File: src/verilog/ast_regs.svh
// Register offsets, field positions and reset values of the serial transmitter
`ifndef AST_REGS_SVH
`define AST_REGS_SVH

// ----------------------------------------------------------------
// Register offsets (byte addresses, one aligned word each)
// ----------------------------------------------------------------
`define AST_OFF_TXDATA    12'h000
`define AST_OFF_CTRL0     12'h004
`define AST_OFF_CTRL1     12'h008
`define AST_OFF_STATUS    12'h00c
`define AST_OFF_BAUD      12'h010

// ----------------------------------------------------------------
// Control 0 fields
// ----------------------------------------------------------------
`define AST_C0_TX_EN      0
`define AST_C0_RX_EN      1
`define AST_C0_PAR_EN     2
`define AST_C0_PAR_ODD    3
`define AST_C0_STOP2      4
`define AST_C0_FC_EN      5
`define AST_C0_IRQ_EN     6
`define AST_C0_W          7

// ----------------------------------------------------------------
// Control 1 and status fields
// ----------------------------------------------------------------
`define AST_C1_MP_EN      0
`define AST_C1_ADDR_MARK  1
`define AST_C1_W          2
`define AST_ST_EMPTY      0
`define AST_ST_BUSY       1
`define AST_ST_IRQ        2
`define AST_ST_CTS_N      3

// ----------------------------------------------------------------
// Reset values and data width
// ----------------------------------------------------------------
`define AST_C0_RESET      7'h00
`define AST_C1_RESET      2'h0
`define AST_BAUD_RESET    16'h0010
`define AST_DATA_BITS     8

`endif

File: src/verilog/ast_pkg.sv
// Types shared by both ends of the serial link
package ast_pkg;

  // ----------------------------------------------------------------
  // One-hot frame states, used by transmitter and receiver alike
  // ----------------------------------------------------------------
  typedef enum logic [4:0] {
    ast_idle  = 5'h01,
    ast_start = 5'h02,
    ast_data  = 5'h04,
    ast_ninth = 5'h08,
    ast_stop  = 5'h10
  } ast_state_t;

endpackage

File: src/verilog/ast_link_if.sv
// Serial line between the transmitter and the remote receiver
`timescale 1ns/1ps

interface ast_link_if;
  logic txd;                 // Serial data, idles high
  logic line_driver_enable;  // High while a character is on the line
  logic cts_n;               // Clear to send from the receiver, low means go

  modport dev (output txd, output line_driver_enable, input cts_n);
  modport far (input txd, input line_driver_enable, output cts_n);
endinterface

File: src/verilog/ast_tx_dev.sv
// Asynchronous serial transmitter with APB register slave
// Contract
// - Eight data bits, least significant first
// - One low start bit opens each character
// - One or two high stop bits close it
// - Optional even or odd parity after data
// - Software: parity only with multiprocessor mode off
// - Send only while transmit enable set; code gates only the start, a character under way still finishes
// - Empty flag 1 when holding register free
// - Software writes only when empty flag reads 1
// - Holding byte moves to shifter automatically
// - Transmit request raised while holding register free
// - Request asserts at once when enabled empty
// - Handler clears request after loading next byte
// - Ninth-bit mode only while select bit set
// - Software sets address mark before address bytes
// - Flow control bit decides if clear-to-send gates
// - Shared sixteen-bit baud generator and format
// - Driver enable output for external transceiver
// - Clear-to-send sampled one clock before character
// - Address mark sits between data and stop
//
// The register addresses and the APB slave port were decided locally.
`timescale 1ns/1ps
`include "ast_regs.svh"

module ast_tx_dev
  import ast_pkg::*;
#(
  parameter int BAUD_W = 16
) (
  input  wire logic        pclk,
  input  wire logic        presetn,
  input  wire logic        psel,
  input  wire logic        penable,
  input  wire logic        pwrite,
  input  wire logic [11:0] paddr,
  input  wire logic [31:0] pwdata,
  output logic      [31:0] prdata,
  output logic             pready,
  output logic             pslverr,
  output logic             tx_irq,
  ast_link_if.dev          link
);

  if (BAUD_W < 2 || BAUD_W > 24) begin : g_chk
    $error("ast_tx_dev: BAUD_W out of range");
  end

  logic [`AST_C0_W-1:0] ctrl0;
  logic [`AST_C1_W-1:0] ctrl1;
  logic [BAUD_W-1:0]    baud_div;
  logic [BAUD_W-1:0]    baud_cnt;
  logic                 baud_tick;
  logic [7:0]           hold_data;
  logic                 hold_full;
  ast_state_t           state;
  logic [7:0]           shift;
  logic [2:0]           bit_idx;
  logic                 ninth_on;
  logic                 ninth_val;
  logic                 stop_two;
  logic                 stop_idx;
  logic                 cts_q;
  logic                 go;
  logic                 load;
  logic                 char_end;
  logic                 wr_en;
  logic                 addr_ok;
  logic [31:0]          rd_word;

  // ----------------------------------------------------------------
  // APB slave
  // ----------------------------------------------------------------
  // Writes land at the access edge; pready is high in every access cycle
  assign wr_en = psel & penable & pready & pwrite;

  // Decode of mapped offsets
  always_comb begin
    case (paddr)
      `AST_OFF_TXDATA, `AST_OFF_CTRL0, `AST_OFF_CTRL1,
      `AST_OFF_STATUS, `AST_OFF_BAUD: addr_ok = 1'b1;
      default:                        addr_ok = 1'b0;
    endcase
  end

  // Read mux; transmit data reads back as zero
  always_comb begin
    rd_word = 32'h0000_0000;
    case (paddr)
      `AST_OFF_CTRL0: rd_word[`AST_C0_W-1:0] = ctrl0;
      `AST_OFF_CTRL1: rd_word[`AST_C1_W-1:0] = ctrl1;
      `AST_OFF_STATUS: begin
        rd_word[`AST_ST_EMPTY] = !hold_full;
        rd_word[`AST_ST_BUSY]  = (state != ast_idle);
        rd_word[`AST_ST_IRQ]   = tx_irq;
        rd_word[`AST_ST_CTS_N] = cts_q;
      end
      `AST_OFF_BAUD: rd_word[BAUD_W-1:0] = baud_div;
      default: rd_word = 32'h0000_0000;
    endcase
  end

  // Answer registered in the setup cycle, so every access has zero wait
  always_ff @(posedge pclk or negedge presetn) begin
    if (!presetn) begin
      pready  <= 1'b0;
      pslverr <= 1'b0;
      prdata  <= 32'h0000_0000;
    end else begin
      pready  <= psel & !penable;
      pslverr <= psel & !penable & !addr_ok;
      if (psel && !penable) begin
        prdata <= pwrite ? 32'h0000_0000 : rd_word;
      end
    end
  end

  // Control, format and baud registers
  always_ff @(posedge pclk or negedge presetn) begin
    if (!presetn) begin
      ctrl0    <= `AST_C0_RESET;
      ctrl1    <= `AST_C1_RESET;
      baud_div <= BAUD_W'(`AST_BAUD_RESET);
    end else if (wr_en) begin
      case (paddr)
        `AST_OFF_CTRL0: ctrl0    <= pwdata[`AST_C0_W-1:0];
        `AST_OFF_CTRL1: ctrl1    <= pwdata[`AST_C1_W-1:0];
        `AST_OFF_BAUD:  baud_div <= pwdata[BAUD_W-1:0];
        default: ;
      endcase
    end
  end

  // ----------------------------------------------------------------
  // Holding register
  // ----------------------------------------------------------------
  // A write while still full is dropped rather than overwrite a byte
  always_ff @(posedge pclk or negedge presetn) begin
    if (!presetn) begin
      hold_full <= 1'b0;
      hold_data <= 8'h00;
    end else if (load) begin
      hold_full <= 1'b0;  // Byte taken by the shifter
    end else if (wr_en && paddr == `AST_OFF_TXDATA && !hold_full) begin
      hold_full <= 1'b1;
      hold_data <= pwdata[7:0];
    end
  end

  // Request level follows the empty holding register
  always_ff @(posedge pclk or negedge presetn) begin
    if (!presetn) begin
      tx_irq <= 1'b0;
    end else begin
      tx_irq <= ctrl0[`AST_C0_IRQ_EN] & !(hold_full | (wr_en && paddr == `AST_OFF_TXDATA));
    end
  end

  // ----------------------------------------------------------------
  // Baud generator
  // ----------------------------------------------------------------
  // One tick every baud_div+1 clocks; a receiver would share this tick
  always_ff @(posedge pclk or negedge presetn) begin
    if (!presetn) begin
      baud_cnt <= '0;
    end else if (baud_cnt == '0) begin
      baud_cnt <= baud_div;
    end else begin
      baud_cnt <= baud_cnt - 1'b1;
    end
  end

  assign baud_tick = (baud_cnt == '0);

  // ----------------------------------------------------------------
  // Frame sequencer
  // ----------------------------------------------------------------
  // Clear-to-send registered so the decision uses last cycle's level
  always_ff @(posedge pclk or negedge presetn) begin
    if (!presetn) begin
      cts_q <= 1'b1;
    end else begin
      cts_q <= link.cts_n;
    end
  end

  // Start only when enabled, loaded and, if gated, cleared to send
  assign go = hold_full & ctrl0[`AST_C0_TX_EN]
            & (!ctrl0[`AST_C0_FC_EN] | !cts_q);
  assign char_end = (state == ast_stop) & baud_tick & (!stop_two | stop_idx);
  assign load = go & baud_tick & ((state == ast_idle) | char_end);

  // Shifter; format is latched at load so mid-character writes do no harm
  always_ff @(posedge pclk or negedge presetn) begin
    if (!presetn) begin
      state     <= ast_idle;
      shift     <= 8'h00;
      bit_idx   <= 3'h0;
      ninth_on  <= 1'b0;
      ninth_val <= 1'b0;
      stop_two  <= 1'b0;
      stop_idx  <= 1'b0;
      link.txd  <= 1'b1;
      link.line_driver_enable <= 1'b0;
    end else if (load) begin
      state     <= ast_start;
      shift     <= hold_data;
      bit_idx   <= 3'h0;
      ninth_on  <= ctrl1[`AST_C1_MP_EN] | ctrl0[`AST_C0_PAR_EN];
      ninth_val <= ctrl1[`AST_C1_MP_EN] ? ctrl1[`AST_C1_ADDR_MARK]
                 : (^hold_data ^ ctrl0[`AST_C0_PAR_ODD]);
      stop_two  <= ctrl0[`AST_C0_STOP2];
      stop_idx  <= 1'b0;
      link.txd  <= 1'b0;
      link.line_driver_enable <= 1'b1;
    end else if (baud_tick) begin  // Each bit lasts one tick period
      case (state)
        ast_start: begin
          link.txd <= shift[0];
          shift    <= {1'b0, shift[7:1]};
          state    <= ast_data;
        end
        ast_data: begin
          if (bit_idx == 3'h7) begin
            link.txd <= ninth_on ? ninth_val : 1'b1;
            state    <= ninth_on ? ast_ninth : ast_stop;
          end else begin
            link.txd <= shift[0];
            shift    <= {1'b0, shift[7:1]};
            bit_idx  <= bit_idx + 1'b1;
          end
        end
        ast_ninth: begin
          link.txd <= 1'b1;
          state    <= ast_stop;
        end
        ast_stop: begin
          link.txd <= 1'b1;
          if (stop_two && !stop_idx) begin
            stop_idx <= 1'b1;
          end else begin
            state   <= ast_idle;
            link.line_driver_enable <= 1'b0;
          end
        end
        ast_idle: link.txd <= 1'b1;
        default: begin
          state    <= ast_idle;
          link.txd <= 1'b1;
          link.line_driver_enable <= 1'b0;
        end
      endcase
    end
  end

endmodule

File: src/flat_wrapper.sv
// flat-port wrapper written by rule: the top's interface ports become plain ports
module ast_tx_dev_flat import ast_pkg::*;
#(
  parameter int BAUD_W = 16
)
  (pclk, presetn, psel, penable, pwrite, paddr, pwdata, prdata, pready, pslverr, tx_irq, link_txd, link_line_driver_enable, link_cts_n);
  ast_link_if link_i ();
  input  wire logic pclk;
  input  wire logic presetn;
  input  wire logic psel;
  input  wire logic penable;
  input  wire logic pwrite;
  input  wire logic [11:0] paddr;
  input  wire logic [31:0] pwdata;
  output logic      [31:0] prdata;
  output logic pready;
  output logic pslverr;
  output logic tx_irq;
  output wire logic [$bits(link_i.txd)-1:0] link_txd;
  output wire logic [$bits(link_i.line_driver_enable)-1:0] link_line_driver_enable;
  input wire logic [$bits(link_i.cts_n)-1:0] link_cts_n;
  assign link_txd = link_i.txd;
  assign link_line_driver_enable = link_i.line_driver_enable;
  assign link_i.cts_n = link_cts_n;
  ast_tx_dev #(.BAUD_W(BAUD_W)) u_core (.pclk(pclk), .presetn(presetn), .psel(psel), .penable(penable), .pwrite(pwrite), .paddr(paddr), .pwdata(pwdata), .prdata(prdata), .pready(pready), .pslverr(pslverr), .tx_irq(tx_irq), .link(link_i));
endmodule
File: config.mk
export PLATFORM = sky130hd
export DESIGN_NAME = ast_tx_dev_flat
export DESIGN_NICKNAME = d
export VERILOG_FILES = /design/src/verilog/ast_pkg.sv /design/src/verilog/ast_link_if.sv /design/src/verilog/ast_tx_dev.sv /design/src/flat_wrapper.sv
export VERILOG_INCLUDE_DIRS = /design/src /design/src/verilog
export SDC_FILE = /design/constraint.sdc
export NUM_CORES = 1
export LEC_CHECK = 0
export ABC_AREA = 1
export BUFFER_PORTS_ARGS = -buffer_cell sky130_fd_sc_hd__buf_2
export CAP_MARGIN = 30
export CORE_ASPECT_RATIO = 0.75
export CORE_MARGIN = 2
export CORE_UTILIZATION = 45
export DETAILED_ROUTE_END_ITERATION = 16
export GPL_TIMING_DRIVEN = 0
export PLACE_DENSITY_LB_ADDON = 0.25
export SYNTH_ARGS = -nofsm -noshare
export SYNTH_HDL_FRONTEND = slang
export SYNTH_SLANG_ARGS = --single-unit
File: constraint.sdc
create_clock -name pclk -period 2 [get_ports pclk]
set_input_delay 0.4 -clock pclk [delete_from_list [all_inputs] [get_ports pclk]]
set_output_delay 0.4 -clock pclk [all_outputs]
set_load 0.02 [all_outputs]
==> results of run 1 <==
[area by class of cell]
type / count / area [µm²]
timing repair buffer: 55 / 300.3
clock inverter: 4 / 50.05
tap: 136 / 170.2
sequential: 92 / 2307
inverter: 61 / 229.0
fill: 945 / 4723
buffer: 28 / 195.2
multi-input combinational: 410 / 2068
clock buffer: 12 / 246.5
[power groups by stage]
stage | clock (µW) | sequential (µW) | combinational, µW
floorplan | 0 | 2200 | 500
global placement | 0 | 2210 | 673
detailed placement | 0 | 2220 | 711
CTS | 1720 | 2190 | 720
global route | 1790 | 2210 | 822
finish | 1690 | 2190 | 721
[sequential cells by signal, indices dropped and copies added, names as in the netlist, 2 cells and up]
| name | flops |
|---|---|
| u_core.ctrl1 | 2 |
| u_core.prdata | 16 |
| u_core.baud_cnt | 16 |
| u_core.baud_div | 16 |
| u_core.state | 5 |
| u_core.bit_idx | 3 |
| u_core.hold_data | 8 |
| u_core.shift | 8 |
| u_core.ctrl0 | 7 |
[kinds of logic (layout without fill, tap and decap cells)]
group                      Yosys count  count (layout)
other                                1              16
buffers and inverters               89             160
and+or+nand+nor                    307             307
xor gates and xnor gates            10              10
muxes                                9               9
AOI/OAI and AO/OA                   64              64
DFF                                 92              92
adders and majority gates            4               4
[cells in the mapped netlist]
cell	instances	area [µm²]
sky130_fd_sc_hd__o21ai_0	42	210.2
sky130_fd_sc_hd__nand4_2	1	12.51
sky130_fd_sc_hd__inv_2	5	18.77
sky130_fd_sc_hd__a31oi_1	3	18.77
sky130_fd_sc_hd__nand3_1	34	170.2
sky130_fd_sc_hd__dfstp_2	4	105.1
sky130_fd_sc_hd__nand4_1	8	50.05
sky130_fd_sc_hd__o21ai_2	3	26.28
sky130_fd_sc_hd__conb_1	1	3.750
sky130_fd_sc_hd__nor3b_1	1	7.510
sky130_fd_sc_hd__clkbuf_1	5	18.77
sky130_fd_sc_hd__nand2_1	174	653.1
sky130_fd_sc_hd__or2_1	8	50.05
sky130_fd_sc_hd__buf_6	3	33.78
sky130_fd_sc_hd__dfrtp_1	88	2202
sky130_fd_sc_hd__a211oi_1	1	7.510
sky130_fd_sc_hd__o22ai_1	2	12.51
sky130_fd_sc_hd__mux2_4	6	90.09
sky130_fd_sc_hd__o21ai_4	1	16.27
sky130_fd_sc_hd__nor3_1	3	15.01
sky130_fd_sc_hd__nor3_4	1	16.27
sky130_fd_sc_hd__nor2_2	8	50.05
sky130_fd_sc_hd__buf_2	3	15.01
sky130_fd_sc_hd__nor2_1	47	176.4
sky130_fd_sc_hd__xor2_1	7	61.31
sky130_fd_sc_hd__nand3b_1	6	45.04
sky130_fd_sc_hd__o21ai_1	8	40.04
sky130_fd_sc_hd__a21oi_1	3	15.01
sky130_fd_sc_hd__ha_1	4	50.05
sky130_fd_sc_hd__nor3_2	2	20.02
sky130_fd_sc_hd__nor4_1	1	6.260
sky130_fd_sc_hd__nand2_2	3	18.77
sky130_fd_sc_hd__nor2_4	4	45.04
sky130_fd_sc_hd__nand3_2	1	10.01
sky130_fd_sc_hd__nand2_4	3	33.78
sky130_fd_sc_hd__a21boi_0	1	7.510
sky130_fd_sc_hd__or2_2	1	6.260
sky130_fd_sc_hd__and3_1	1	6.260
sky130_fd_sc_hd__inv_1	56	210.2
sky130_fd_sc_hd__xnor2_1	3	26.28
sky130_fd_sc_hd__buf_4	17	127.6
sky130_fd_sc_hd__mux2_2	3	33.78
[routing by layer]
metal	vias up	track usage, %	part of all wire, %
li1	1959	-	-
met1	1880	29.92	49
met2	96	30.97	44
met3	7	4.433	6.0
met4	0	4.215	0.86
met5	-	0	0
[per-stage QoR]
stage | area [µm²] | cells | setup WS [ns]
2_1_floorplan | 4800 | 591 | 0.4491
3_3_place_gp | 5240 | 781 | -0.3479
3_5_place_dp | 5270 | 782 | 0.1644
4_1_cts | 5567 | 798 | 0.2017
5_1_grt | 5567 | 798 | 0.01418
6_report | 5567 | 798 | 0.1887
[final timing paths]
| check | startpoint | to | depth (start not counted) |
|---|---|---|---|
| worst max-delay path | u_core.state[0]$_DFFE_PN1P_ | u_core.ninth_val$_DFFE_PN0N_ | 8 |
| worst min-delay path | presetn | u_core.hold_data[6]$_DFFE_PN0P_ | 1 |
| worst max register to register | u_core.state[0]$_DFFE_PN1P_ | u_core.ninth_val$_DFFE_PN0N_ | 8 |
| worst min register to register | u_core.link.line_driver_enable$_DFFE_PN0P_ | u_core.link.line_driver_enable$_DFFE_PN0P_ | 2 |
| max in group asynchronous | presetn | u_core.baud_div[4]$_DFFE_PN1P_ | 2 |
| min in group pclk | link_cts_n | u_core.cts_q$_DFF_PN1_ | 1 |
[cells in the final DEF, fill, tap and decap left out, drive strengths merged, types with 2 or more instances in the layout]
| cell | count |
|---|---|
| or2 | 9 |
| clkinvlp | 2 |
| conb | 16 |
| nand3b | 6 |
| ha | 4 |
| o21ai | 54 |
| mux2 | 9 |
| xor2 | 7 |
| inv | 61 |
| nand4 | 9 |
| xnor2 | 3 |
| clkbuf | 17 |
| buf | 78 |
| dfrtp | 88 |
| nor3 | 6 |
| nand3 | 35 |
| o22ai | 2 |
| a21oi | 3 |
| a31oi | 3 |
| nor2 | 59 |
| dfstp | 4 |
| nand2 | 180 |
==> summary.log, run 1 <==
[outcome] status complete, no violations
[yosys] area of the mapped netlist 0.004743 mm²
[clock_tree] postcts setup bufs 0
[clock_tree] number of buffers created by CTS 9
[pwr] net switching power of the design 1284 µW
[floorplanning] Placeable Area 0.01029 mm²
[clock_tree] CTS Buffer Depth 2
[clock_tree] hold buffer count at cts 0
[yosys] synthesized-area fraction occupied by ao, oa, aoi and oai cells 7.465%
[pwr] power per standard cell area 826.6 mW/mm²
[worst_setup_path] cell chain of the critical path inv_1 -> nor4_1 -> inv_2 -> nand2_4 -> nand2_4 -> buf_6 -> nand2_1 -> nand2_1
[clock_tree] TritonCTS clock tree done
[sta] Fin Clk Skew 0.007403 ns
[sta] count of pins over their slew limit 0
[sta] setup repair after global routing missed its margin no
[cells_and_area] layout cells sized above 1 20.85%
[hold_path] worst min path class in2async
[placed_design] detailed-placement wirelength estimate 8.150 mm
[floorplanning] Die W 122.6 µm
[yosys] average instance area after synthesis 8.235 µm²
[placed_design] routability cong. 0.8492
[yosys] sequential area share after synthesis 48.64%
[global_routing] pin count of the biggest net entering global routing 48
[clock_tree] clock edge transition at the registers on the reported setup and hold paths 0.07 ns
[floorplanning] number of I/O pins 87
[yosys] combinational family with the most area after synthesis simple AND/OR/NAND/NOR gates
[pwr] Internal Power 3318 µW
[yosys] synthesized-area fraction occupied by adder cells 1.055%
[clock_tree] worst-skew pair later-pin latency 0.33 ns
[sta] count of endpoints failing hold in the final timing report 0
[sta] setup_tns 0 ns
[detailed_routing] detailed-routing iteration count for the pre-antenna-repair pass 5
[yosys] xor-xnor portion of the synthesized cell area 1.846%
[pwr] Combinational Power Share 15.7%
[global_routing] vias in the first global route 3,704
[worst_setup_path] Setup CP Type reg2reg
[detailed_routing] detail-routed net length per standard cell 13.54 µm
[sta] final-report setup violation count 0
[worst_setup_path] Worst Setup Start Kind flop
[detailed_routing] number of remaining DRC errors 0
[placed_design] number of I/O port buffers 54
[floorplanning] die area 0.01139 mm²
[global_routing] GRT Resource Usage Total 20.37%
[detailed_routing] vias after detailed routing 3,942
[clock_tree] depth of the CTS H-tree 3
[sta] final hold slack 0.06711 ns
[cells_and_area] Util after Layout 54.10%
[cells_and_area] total number of nets in the final design 711
[worst_setup_path] minimum setup slack among reg-to-reg paths 0.19 ns
[sta] highest attainable clock frequency 552.1 MHz
[detailed_routing] ANT nets after route 0
[floorplanning] Die Span Y 92.92 µm
[yosys] total number of yosys warnings 0
[clock_tree] number of clock sinks 92
[pwr] switching fraction of total power 27.90%
[yosys] distinct cell type count after synthesis 42
[pwr] maximum VDD drop 0.0005119 V
[cells_and_area] count of antenna diodes in the layout 0
[global_routing] remaining global-route overflow 0
[worst_setup_path] Worst EP required 2.22 ns
[yosys] Gate Count Post-Synth 576
[worst_setup_path] CP peak stage delay 0.55 ns
[yosys] flip-flop and latch count after synthesis 92
[floorplanning] starting density of the core 46.10%
[cells_and_area] layout overhead on the synthesized area 17.36%
[floorplanning] Std-Cell Rows 32
[yosys] area share of and/or/nand/nor cells after synthesis 29.36%
[global_routing] first-pass GRT wire length 18.08 mm
[detailed_routing] drt total wl 10.81 mm
[worst_setup_path] element type at the critical path end flop
[pwr] Static Leak 0.002947 µW
[detailed_routing] Initial DRC Count 268
[sta] post-layout min period 1.811 ns
[sta] worst-margin pin slew 0.6101 ns
[clock_tree] count of cells resized by post-cts repair 0
[detailed_routing] Avg Vias per Cell 4.940
[worst_setup_path] highest net fanout along the worst path 10
[worst_setup_path] Crit path buffers/inverters 3
[pwr] overall power after layout 4601 µW
[worst_setup_path] cell class contributing the biggest share of worst-path delay simple AND/OR/NAND/NOR gates
[job] Maximum Capacitance Violations 0
[sta] Max-slew headroom 59.33%
[clock_tree] CTS root buf sky130_fd_sc_hd__clkbuf_16
[pwr] Flop pwr share 47.5%
[worst_setup_path] data arrival time of the critical path 2.04 ns
[yosys] mux contribution to synthesized area 2.611%
[sta] fraction of the cycle the final worst path needs 90.56%
[pwr] proportion of power drawn by the clock network 36.8%
[worst_setup_path] slowest stage cell, crit path sky130_fd_sc_hd__dfstp_2
[global_routing] number of antenna violations at the first check in global routing 0
Power figures use the tool's default switching activity.
==> inputs of run 2 (changes only) <==
--- a/config.mk
+++ b/config.mk
@@ -14,7 +14,7 @@
 export CORE_UTILIZATION = 45
 export DETAILED_ROUTE_END_ITERATION = 16
 export GPL_TIMING_DRIVEN = 0
-export PLACE_DENSITY_LB_ADDON = 0.25
+export PLACE_DENSITY = 0.67
 export SYNTH_ARGS = -nofsm -noshare
 export SYNTH_HDL_FRONTEND = slang
 export SYNTH_SLANG_ARGS = --single-unit
==> summary.log, run 2 (same netlist as run 1, synthesis figures left out) <==
[floorplanning] Die W 122.6 µm [unchanged]
[global_routing] GRT Resource Usage Total 20.31% [was 20.37%]
[worst_setup_path] critical path's most frequent cell sky130_fd_sc_hd__nand2_4
[floorplanning] Placeable Area 0.01029 mm² [unchanged]
[worst_setup_path] cell class contributing the biggest share of worst-path delay simple AND/OR/NAND/NOR gates [unchanged]
[cells_and_area] layout overhead on the synthesized area 17.30% [was 17.36%]
[detailed_routing] Initial DRC Count 277 [was 268]
[pwr] proportion of power drawn by the clock network 36.8% [about the same]
[placed_design] detailed-placement wirelength estimate 8.172 mm [was 8.150 mm]
[global_routing] vias in the first global route 3,737 [was 3,704]
[floorplanning] Die Span Y 92.92 µm [unchanged]
[hold_path] worst min path class in2async [unchanged]
[global_routing] pin count of the biggest net entering global routing 53 [was 48]
[pwr] power per standard cell area 821.4 mW/mm² [was 826.6 mW/mm²]
[floorplanning] die area 0.01139 mm² [unchanged]
[worst_setup_path] highest net fanout along the worst path 10 [unchanged]
[worst_setup_path] Crit path buffers/inverters 3 [unchanged]
[clock_tree] CTS root buf sky130_fd_sc_hd__clkbuf_16 [unchanged]
[cells_and_area] Seq. cell area 0.002307 mm² [unchanged]
[cells_and_area] biggest registers after layout u_core.baud_cnt (16), u_core.baud_div (16), u_core.prdata (16) [unchanged]
[cells_and_area] total non-filler cell area in the finished layout 0.005564 mm² [was 0.005567 mm²]
[clock_tree] clock edge transition at the registers on the reported setup and hold paths 0.06 ns [was 0.07 ns]
[clock_tree] count of cells resized by post-cts repair 0 [unchanged]
[sta] Fin Clk Skew 0.007459 ns [was 0.007403 ns]
[pwr] Flop pwr share 47.9% [was 47.5%]
[worst_setup_path] data arrival time of the critical path 2.08 ns [was 2.04 ns]
[floorplanning] starting density of the core 46.10% [unchanged]
[cells_and_area] total number of nets in the final design 711 [unchanged]
[placed_design] Placement Cell Area 0.005270 mm² [unchanged]
[detailed_routing] drt total wl 10.69 mm [was 10.81 mm]
[pwr] switching fraction of total power 28.18% [was 27.90%]
[global_routing] first-pass GRT wire length 17.99 mm [was 18.08 mm]
[outcome] status complete, no violations [unchanged]
[sta] fraction of the cycle the final worst path needs 92.50% [was 90.56%]
[detailed_routing] number of remaining DRC errors 0 [unchanged]
[clock_tree] number of buffers created by CTS 9 [unchanged]
[cells_and_area] final-layout fill cell count 953 [was 945]
[cells_and_area] Util after Layout 54.07% [was 54.10%]
[pwr] maximum VDD drop 0.0004314 V [was 0.0005119 V]
[worst_setup_path] endpoint of the most critical register-to-register path u_core.stop_idx$_DFFE_PN0P_ [was u_core.ninth_val$_DFFE_PN0N_]
[cells_and_area] commonest non-fill, non-tap cell in the layout sky130_fd_sc_hd__nand2_1 [unchanged]
[pwr] Static Leak 0.002939 µW [was 0.002947 µW]
[detailed_routing] Avg Vias per Cell 4.877 [was 4.940]
[placed_design] number of I/O port buffers 54 [unchanged]
[global_routing] number of antenna violations at the first check in global routing 0 [unchanged]
[placed_design] routability cong. 0.8444 [was 0.8492]
[sta] highest attainable clock frequency 540.5 MHz [was 552.1 MHz]
[worst_setup_path] Register-to-Register Path Depth 8 [unchanged]
[worst_setup_path] CP peak stage delay 0.55 ns [about the same]
[worst_setup_path] cell chain of the critical path inv_1 -> nor4_1 -> inv_2 -> nand2_4 -> nand2_4 -> buf_6 -> nand2_1 -> o21ai_1 [was inv_1 -> nor4_1 -> inv_2 -> nand2_4 -> nand2_4 -> buf_6 -> nand2_1 -> nand2_1]
[floorplanning] Std-Cell Rows 32 [unchanged]
[placed_design] Worst Setup Slack post-DPL 0.1741 ns [was 0.1644 ns]
[pwr] Combinational Power Share 15.3% [was 15.7%]
[cells_and_area] count of antenna diodes in the layout 0 [unchanged]
[sta] Max-slew headroom 63.09% [was 59.33%]
[job] Maximum Capacitance Violations 0 [unchanged]
[clock_tree] worst-skew pair later-pin latency 0.34 ns [was 0.33 ns]
[clock_tree] number of clock sinks 92 [unchanged]
[sta] setup repair after global routing missed its margin no [unchanged]
[cells_and_area] combined area of the multi-input logic cells 0.002068 mm² [unchanged]
[floorplanning] number of I/O pins 87 [unchanged]
[sta] count of endpoints failing hold in the final timing report 0 [unchanged]
[pwr] Internal Power 3283 µW [was 3318 µW]
[worst_setup_path] minimum setup slack among reg-to-reg paths 0.15 ns [was 0.19 ns]
[worst_setup_path] Worst EP required 2.23 ns [was 2.22 ns]
[pwr] net switching power of the design 1288 µW [was 1284 µW]
[clock_tree] hold buffer count at cts 0 [unchanged]
[clock_tree] postcts setup bufs 0 [unchanged]
[worst_setup_path] element type at the critical path end flop [unchanged]
[detailed_routing] detailed-routing iteration count for the pre-antenna-repair pass 5 [unchanged]
[clock_tree] CTS Buffer Depth 2 [unchanged]
[worst_setup_path] slowest stage cell, crit path sky130_fd_sc_hd__dfstp_2 [unchanged]
[cells_and_area] layout cells sized above 1 21.00% [was 20.85%]
[sta] final-report setup violation count 0 [unchanged]
[clock_tree] depth of the CTS H-tree 3 [unchanged]
[worst_setup_path] Setup CP Type reg2reg [unchanged]
[sta] post-layout min period 1.850 ns [was 1.811 ns]
[detailed_routing] vias after detailed routing 3,892 [was 3,942]
[detailed_routing] ANT nets after route 0 [unchanged]
[clock_tree] TritonCTS clock tree done [unchanged]
[detailed_routing] detail-routed net length per standard cell 13.39 µm [was 13.54 µm]
[global_routing] remaining global-route overflow 0 [unchanged]
[sta] worst-margin pin slew 0.5536 ns [was 0.6101 ns]
[worst_setup_path] reg-to-reg critical path startpoint u_core.state[0]$_DFFE_PN1P_ [unchanged]
[cells_and_area] commonest cells after routing, fill and taps aside 174 x sky130_fd_sc_hd__nand2_1, 88 x sky130_fd_sc_hd__dfrtp_1, 56 x sky130_fd_sc_hd__inv_1, 56 x sky130_fd_sc_hd__buf_2, 47 x sky130_fd_sc_hd__nor2_1 [unchanged]
[sta] count of pins over their slew limit 0 [unchanged]
[sta] final setup slack of the worst path 0.1499 ns [was 0.1887 ns]
[worst_setup_path] Worst Setup Start Kind flop [unchanged]
## run 2: layer usage
layer,vias up,part of all wire [%],global-route usage (%)
met1,1835,49,29.62
met4,0,1.1,5.460
met2,93,45,30.83
met5,-,0,0
met3,10,5.4,4.002
li1,1954,-,-
## run 2: layout make-up
class / count / share of cell area (%)
inverter: 61 / 4.115
clock inverter: 6 / 1.169
multi-input combinational: 410 / 37.17
tap: 136 / 3.058
timing repair buffer: 55 / 5.397
sequential: 92 / 41.47
clock buffer: 10 / 4.115
buffer: 28 / 3.508
## run 2: worst max path at each step
stage,slack [ns],endpoint,cells past startpoint,start
after floorplan,0.45,u_core.stop_idx$_DFFE_PN0P_,8,u_core.state[0]$_DFFE_PN1P_
after global placement,-0.36,u_core.baud_cnt[9]$_DFF_PN0_,1,presetn
after detailed placement,0.17,u_core.hold_data[6]$_DFFE_PN0P_,8,paddr[6]
after CTS,0.18,u_core.stop_idx$_DFFE_PN0P_,8,u_core.state[0]$_DFFE_PN1P_
after global routing,0.01,u_core.link.txd$_DFFE_PN1P_,8,u_core.state[0]$_DFFE_PN1P_
final,0.15,u_core.stop_idx$_DFFE_PN0P_,8,u_core.state[0]$_DFFE_PN1P_
## run 2: worst register-to-register path, stage by stage, from the launching register on
cell and delay [ns]:
sky130_fd_sc_hd__dfstp_2 0.55, sky130_fd_sc_hd__inv_1 0.05, sky130_fd_sc_hd__nor4_1 0.42, sky130_fd_sc_hd__inv_2 0.14, sky130_fd_sc_hd__nand2_4 0.18, sky130_fd_sc_hd__nand2_4 0.11, sky130_fd_sc_hd__buf_6 0.16, sky130_fd_sc_hd__nand2_1 0.06
sky130_fd_sc_hd__o21ai_1 0.06
## run 2: metrics by stage
step	instances	total power [µW]	setup TNS, ns	hold slack, ns
detailed placement	782	2916	0	0.4234
global placement	781	2884	-31.18	0.4610
floorplan	591	2704	0	0.1044
global route	798	4802	0	0.09012
CTS	798	4591	0	0.05742
finish	798	4571	0	0.04116
## run 2: power groups by stage
stage          Clock, µW  Sequential (µW)  Combinational, µW
5_1_grt             1780             2210                805
3_3_place_gp           0             2210                673
6_report            1680             2190                700
3_5_place_dp           0             2220                695
2_1_floorplan          0             2200                500
4_1_cts             1700             2190                702
==> inputs of run 3 (changes only) <==
--- a/config.mk
+++ b/config.mk
@@ -11,10 +11,11 @@
 export CAP_MARGIN = 30
 export CORE_ASPECT_RATIO = 0.75
 export CORE_MARGIN = 2
-export CORE_UTILIZATION = 45
+export CORE_UTILIZATION = 50
 export DETAILED_ROUTE_END_ITERATION = 16
 export GPL_TIMING_DRIVEN = 0
-export PLACE_DENSITY = 0.67
+export PLACE_DENSITY = 0.73
+export REMOVE_ABC_BUFFERS = 1
 export SYNTH_ARGS = -nofsm -noshare
 export SYNTH_HDL_FRONTEND = slang
 export SYNTH_SLANG_ARGS = --single-unit
==> constraint.sdc (replaced) <==
create_clock -name pclk -period 2 [get_ports pclk]
set_input_delay 0.4 -clock pclk [delete_from_list [all_inputs] [get_ports pclk]]
set_output_delay 0.4 -clock pclk [all_outputs]
set_load 0.01 [all_outputs]
==> summary.log, run 3 (same netlist as run 1, synthesis figures left out) <==
[outcome] status complete, no violations [unchanged]
[sta] final hold slack 0.1624 ns [was 0.04116 ns]
[pwr] overall power after layout 4584 µW [was 4571 µW]
[sta] post-layout min period 1.793 ns [was 1.850 ns]
[placed_design] Placement Cell Area 0.005065 mm² [was 0.005270 mm²]
[detailed_routing] ANT nets after route 0 [unchanged]
[clock_tree] depth of the CTS H-tree 3 [unchanged]
[detailed_routing] Avg Vias per Cell 5.033 [was 4.877]
[global_routing] pin count of the biggest net entering global routing 67 [was 53]
[sta] fraction of the cycle the final worst path needs 89.67% [was 92.50%]
[clock_tree] CTS Buffer Depth 2 [unchanged]
[cells_and_area] layout cells sized above 1 18.52% [was 21.00%]
[sta] Fin Clk Skew 0.005126 ns [was 0.007459 ns]
[floorplanning] die area 0.01029 mm² [was 0.01139 mm²]
[placed_design] Inst Count DP 746 [was 782]
[clock_tree] TritonCTS clock tree done [unchanged]
[cells_and_area] commonest non-fill, non-tap cell in the layout sky130_fd_sc_hd__nand2_1 [unchanged]
[global_routing] vias in the first global route 3,705 [was 3,737]
[detailed_routing] drt total wl 10.48 mm [was 10.69 mm]
[detailed_routing] number of remaining DRC errors 0 [unchanged]
[sta] count of endpoints failing hold in the final timing report 0 [unchanged]
[clock_tree] clock edge transition at the registers on the reported setup and hold paths 0.06 ns [about the same]
[clock_tree] worst-skew pair later-pin latency 0.33 ns [was 0.34 ns]
[placed_design] detailed-placement wirelength estimate 7.544 mm [was 8.172 mm]
[floorplanning] Die Span Y 88.35 µm [was 92.92 µm]
[floorplanning] starting density of the core 52.00% [was 46.10%]
[sta] worst-margin pin slew 0.5922 ns [was 0.5536 ns]
[cells_and_area] biggest registers after layout u_core.baud_cnt (16), u_core.baud_div (16), u_core.prdata (16) [unchanged]
[pwr] power per standard cell area 846.5 mW/mm² [was 821.4 mW/mm²]
[placed_design] routability cong. 0.8709 [was 0.8444]
[cells_and_area] final-layout fill cell count 791 [was 953]
[pwr] Static Leak 0.002845 µW [was 0.002939 µW]
[clock_tree] number of clock sinks 92 [unchanged]
[sta] final-report setup violation count 0 [unchanged]
[sta] highest attainable clock frequency 557.6 MHz [was 540.5 MHz]
[cells_and_area] commonest cells after routing, fill and taps aside 174 x sky130_fd_sc_hd__nand2_1, 88 x sky130_fd_sc_hd__dfrtp_1, 56 x sky130_fd_sc_hd__inv_1, 53 x sky130_fd_sc_hd__buf_2, 47 x sky130_fd_sc_hd__nor2_1 [was 174 x sky130_fd_sc_hd__nand2_1, 88 x sky130_fd_sc_hd__dfrtp_1, 56 x sky130_fd_sc_hd__inv_1, 56 x sky130_fd_sc_hd__buf_2, 47 x sky130_fd_sc_hd__nor2_1]
[sta] Max-slew headroom 60.48% [was 63.09%]
[cells_and_area] layout overhead on the synthesized area 14.17% [was 17.30%]
[cells_and_area] total non-filler cell area in the finished layout 0.005415 mm² [was 0.005564 mm²]
[floorplanning] Std-Cell Rows 30 [was 32]
[global_routing] number of antenna violations at the first check in global routing 0 [unchanged]
[cells_and_area] post-route non-filler standard cell count 765 [was 798]
[clock_tree] number of buffers created by CTS 9 [unchanged]
[cells_and_area] count of antenna diodes in the layout 0 [unchanged]
[worst_setup_path] Setup CP Type in2reg [was reg2reg]
[detailed_routing] detailed-routing iteration count for the pre-antenna-repair pass 4 [was 5]
[pwr] maximum VDD drop 0.0004072 V [was 0.0004314 V]
[sta] setup repair after global routing missed its margin no [unchanged]
[cells_and_area] Util after Layout 59.37% [was 54.07%]
[worst_setup_path] Worst Setup Start Kind input port [was flop]
[sta] count of pins over their slew limit 0 [unchanged]
[worst_setup_path] data arrival time of the critical path 2.01 ns [was 2.08 ns]
[cells_and_area] total number of nets in the final design 687 [was 711]
[hold_path] worst min path class in2reg [was in2async]
[worst_setup_path] highest net fanout along the worst path 23 [was 10]
[global_routing] GRT Resource Usage Total 22.40% [was 20.31%]
[floorplanning] number of I/O pins 87 [unchanged]
[placed_design] number of I/O port buffers 54 [unchanged]
[clock_tree] CTS root buf sky130_fd_sc_hd__clkbuf_16 [unchanged]
[detailed_routing] Initial DRC Count 229 [was 277]
[floorplanning] Placeable Area 0.009121 mm² [was 0.01029 mm²]
[job] Maximum Capacitance Violations 0 [unchanged]
[detailed_routing] vias after detailed routing 3,850 [was 3,892]
[detailed_routing] detail-routed net length per standard cell 13.70 µm [was 13.39 µm]
[worst_setup_path] element type at the critical path end flop [unchanged]
[worst_setup_path] Worst EP required 2.22 ns [was 2.23 ns]
[floorplanning] Die W 116.5 µm [was 122.6 µm]
[global_routing] first-pass GRT wire length 17.91 mm [was 17.99 mm]
[global_routing] remaining global-route overflow 0 [unchanged]
==> run 3: cell count changes in the layout (fill, tap and decap cells not counted) <==
cell | before | now
sky130_fd_sc_hd__nor4_1 | 1 | 0
sky130_fd_sc_hd__buf_6 | 3 | 0
sky130_fd_sc_hd__dlygate4sd3_1 | 0 | 1
sky130_fd_sc_hd__clkbuf_8 | 0 | 3
sky130_fd_sc_hd__buf_2 | 56 | 53
sky130_fd_sc_hd__inv_2 | 5 | 4
sky130_fd_sc_hd__nor4_2 | 0 | 1
sky130_fd_sc_hd__inv_8 | 0 | 1
sky130_fd_sc_hd__clkbuf_1 | 6 | 2
sky130_fd_sc_hd__clkinvlp_4 | 4 | 0
sky130_fd_sc_hd__clkinv_2 | 1 | 0
sky130_fd_sc_hd__buf_4 | 18 | 4
==> run 3: where the power goes <==
group / total, µW / switching [µW] / internal, µW
Sequential: 2190 / 146 / 2040
Clock: 1740 / 674 / 1070
Combinational: 657 / 403 / 254
Total: 4580 / 1220 / 3360
==> run 3: path summary, 6_finish.rpt <==
path,from,to,slack [ns],depth (start not counted)
hold / removal,link_cts_n,u_core.cts_q$_DFF_PN1_,0.16,1
setup reg to reg,u_core.baud_cnt[9]$_DFF_PN0_,u_core.shift[2]$_DFFE_PN0P_,0.21,9
min in group asynchronous,presetn,u_core.shift[3]$_DFFE_PN0P_,0.53,2
hold reg to reg,u_core.link.line_driver_enable$_DFFE_PN0P_,u_core.link.line_driver_enable$_DFFE_PN0P_,0.47,2
max in group asynchronous,presetn,u_core.baud_div[4]$_DFFE_PN1P_,0.79,3
setup / recovery,paddr[9],u_core.baud_div[13]$_DFFE_PN0P_,0.21,6
==> run 3: area by class of cell <==
| cell class | instances | area, µm² | share of cell area [%] |
|---|---|---|---|
| clock inverter | 1 | 30.03 | 0.5545 |
| clock buffer | 14 | 274.0 | 5.060 |
| inverter | 61 | 236.5 | 4.367 |
| tap | 128 | 160.2 | 2.957 |
| timing repair buffer | 59 | 332.8 | 6.146 |
| multi-input combinational | 410 | 2074 | 38.31 |
| sequential | 92 | 2307 | 42.61 |
==> run 3: metrics by stage <==
step | setup slack, ns | TNS [ns]
global route | 0.04488 | 0
CTS | 0.06998 | 0
floorplan | 0.3018 | 0
global placement | -0.3240 | -28.40
detailed placement | -0.1072 | -1.094
finish | 0.2066 | 0
==> run 3: critical path, stage by stage <==
cell,delay (ns)
sky130_fd_sc_hd__buf_2,0.10
sky130_fd_sc_hd__nor2_1,0.12
sky130_fd_sc_hd__nand2_2,0.13
sky130_fd_sc_hd__nor2_2,0.25
sky130_fd_sc_hd__nand3_2,0.52
sky130_fd_sc_hd__mux2_4,0.48
==> run 3: metal layers <==
layer	vias up	global-route usage [%]	part of all wire, %
met5	-	0	0
met4	0	4.762	0.67
met3	7	4.658	4.7
met2	99	35.41	46
met1	1834	32.30	49
li1	1910	-	-
==> run 3: timing repair <==
action / 4_1_cts / 5_1_grt
hold buffers: 1 / 0
gates resized for setup: 1 / 3
setup endpoints to repair: 7 / 7
setup buffers: 2 / 1
hold endpoints to repair: 24 / 0
pin swaps: 1 / 1
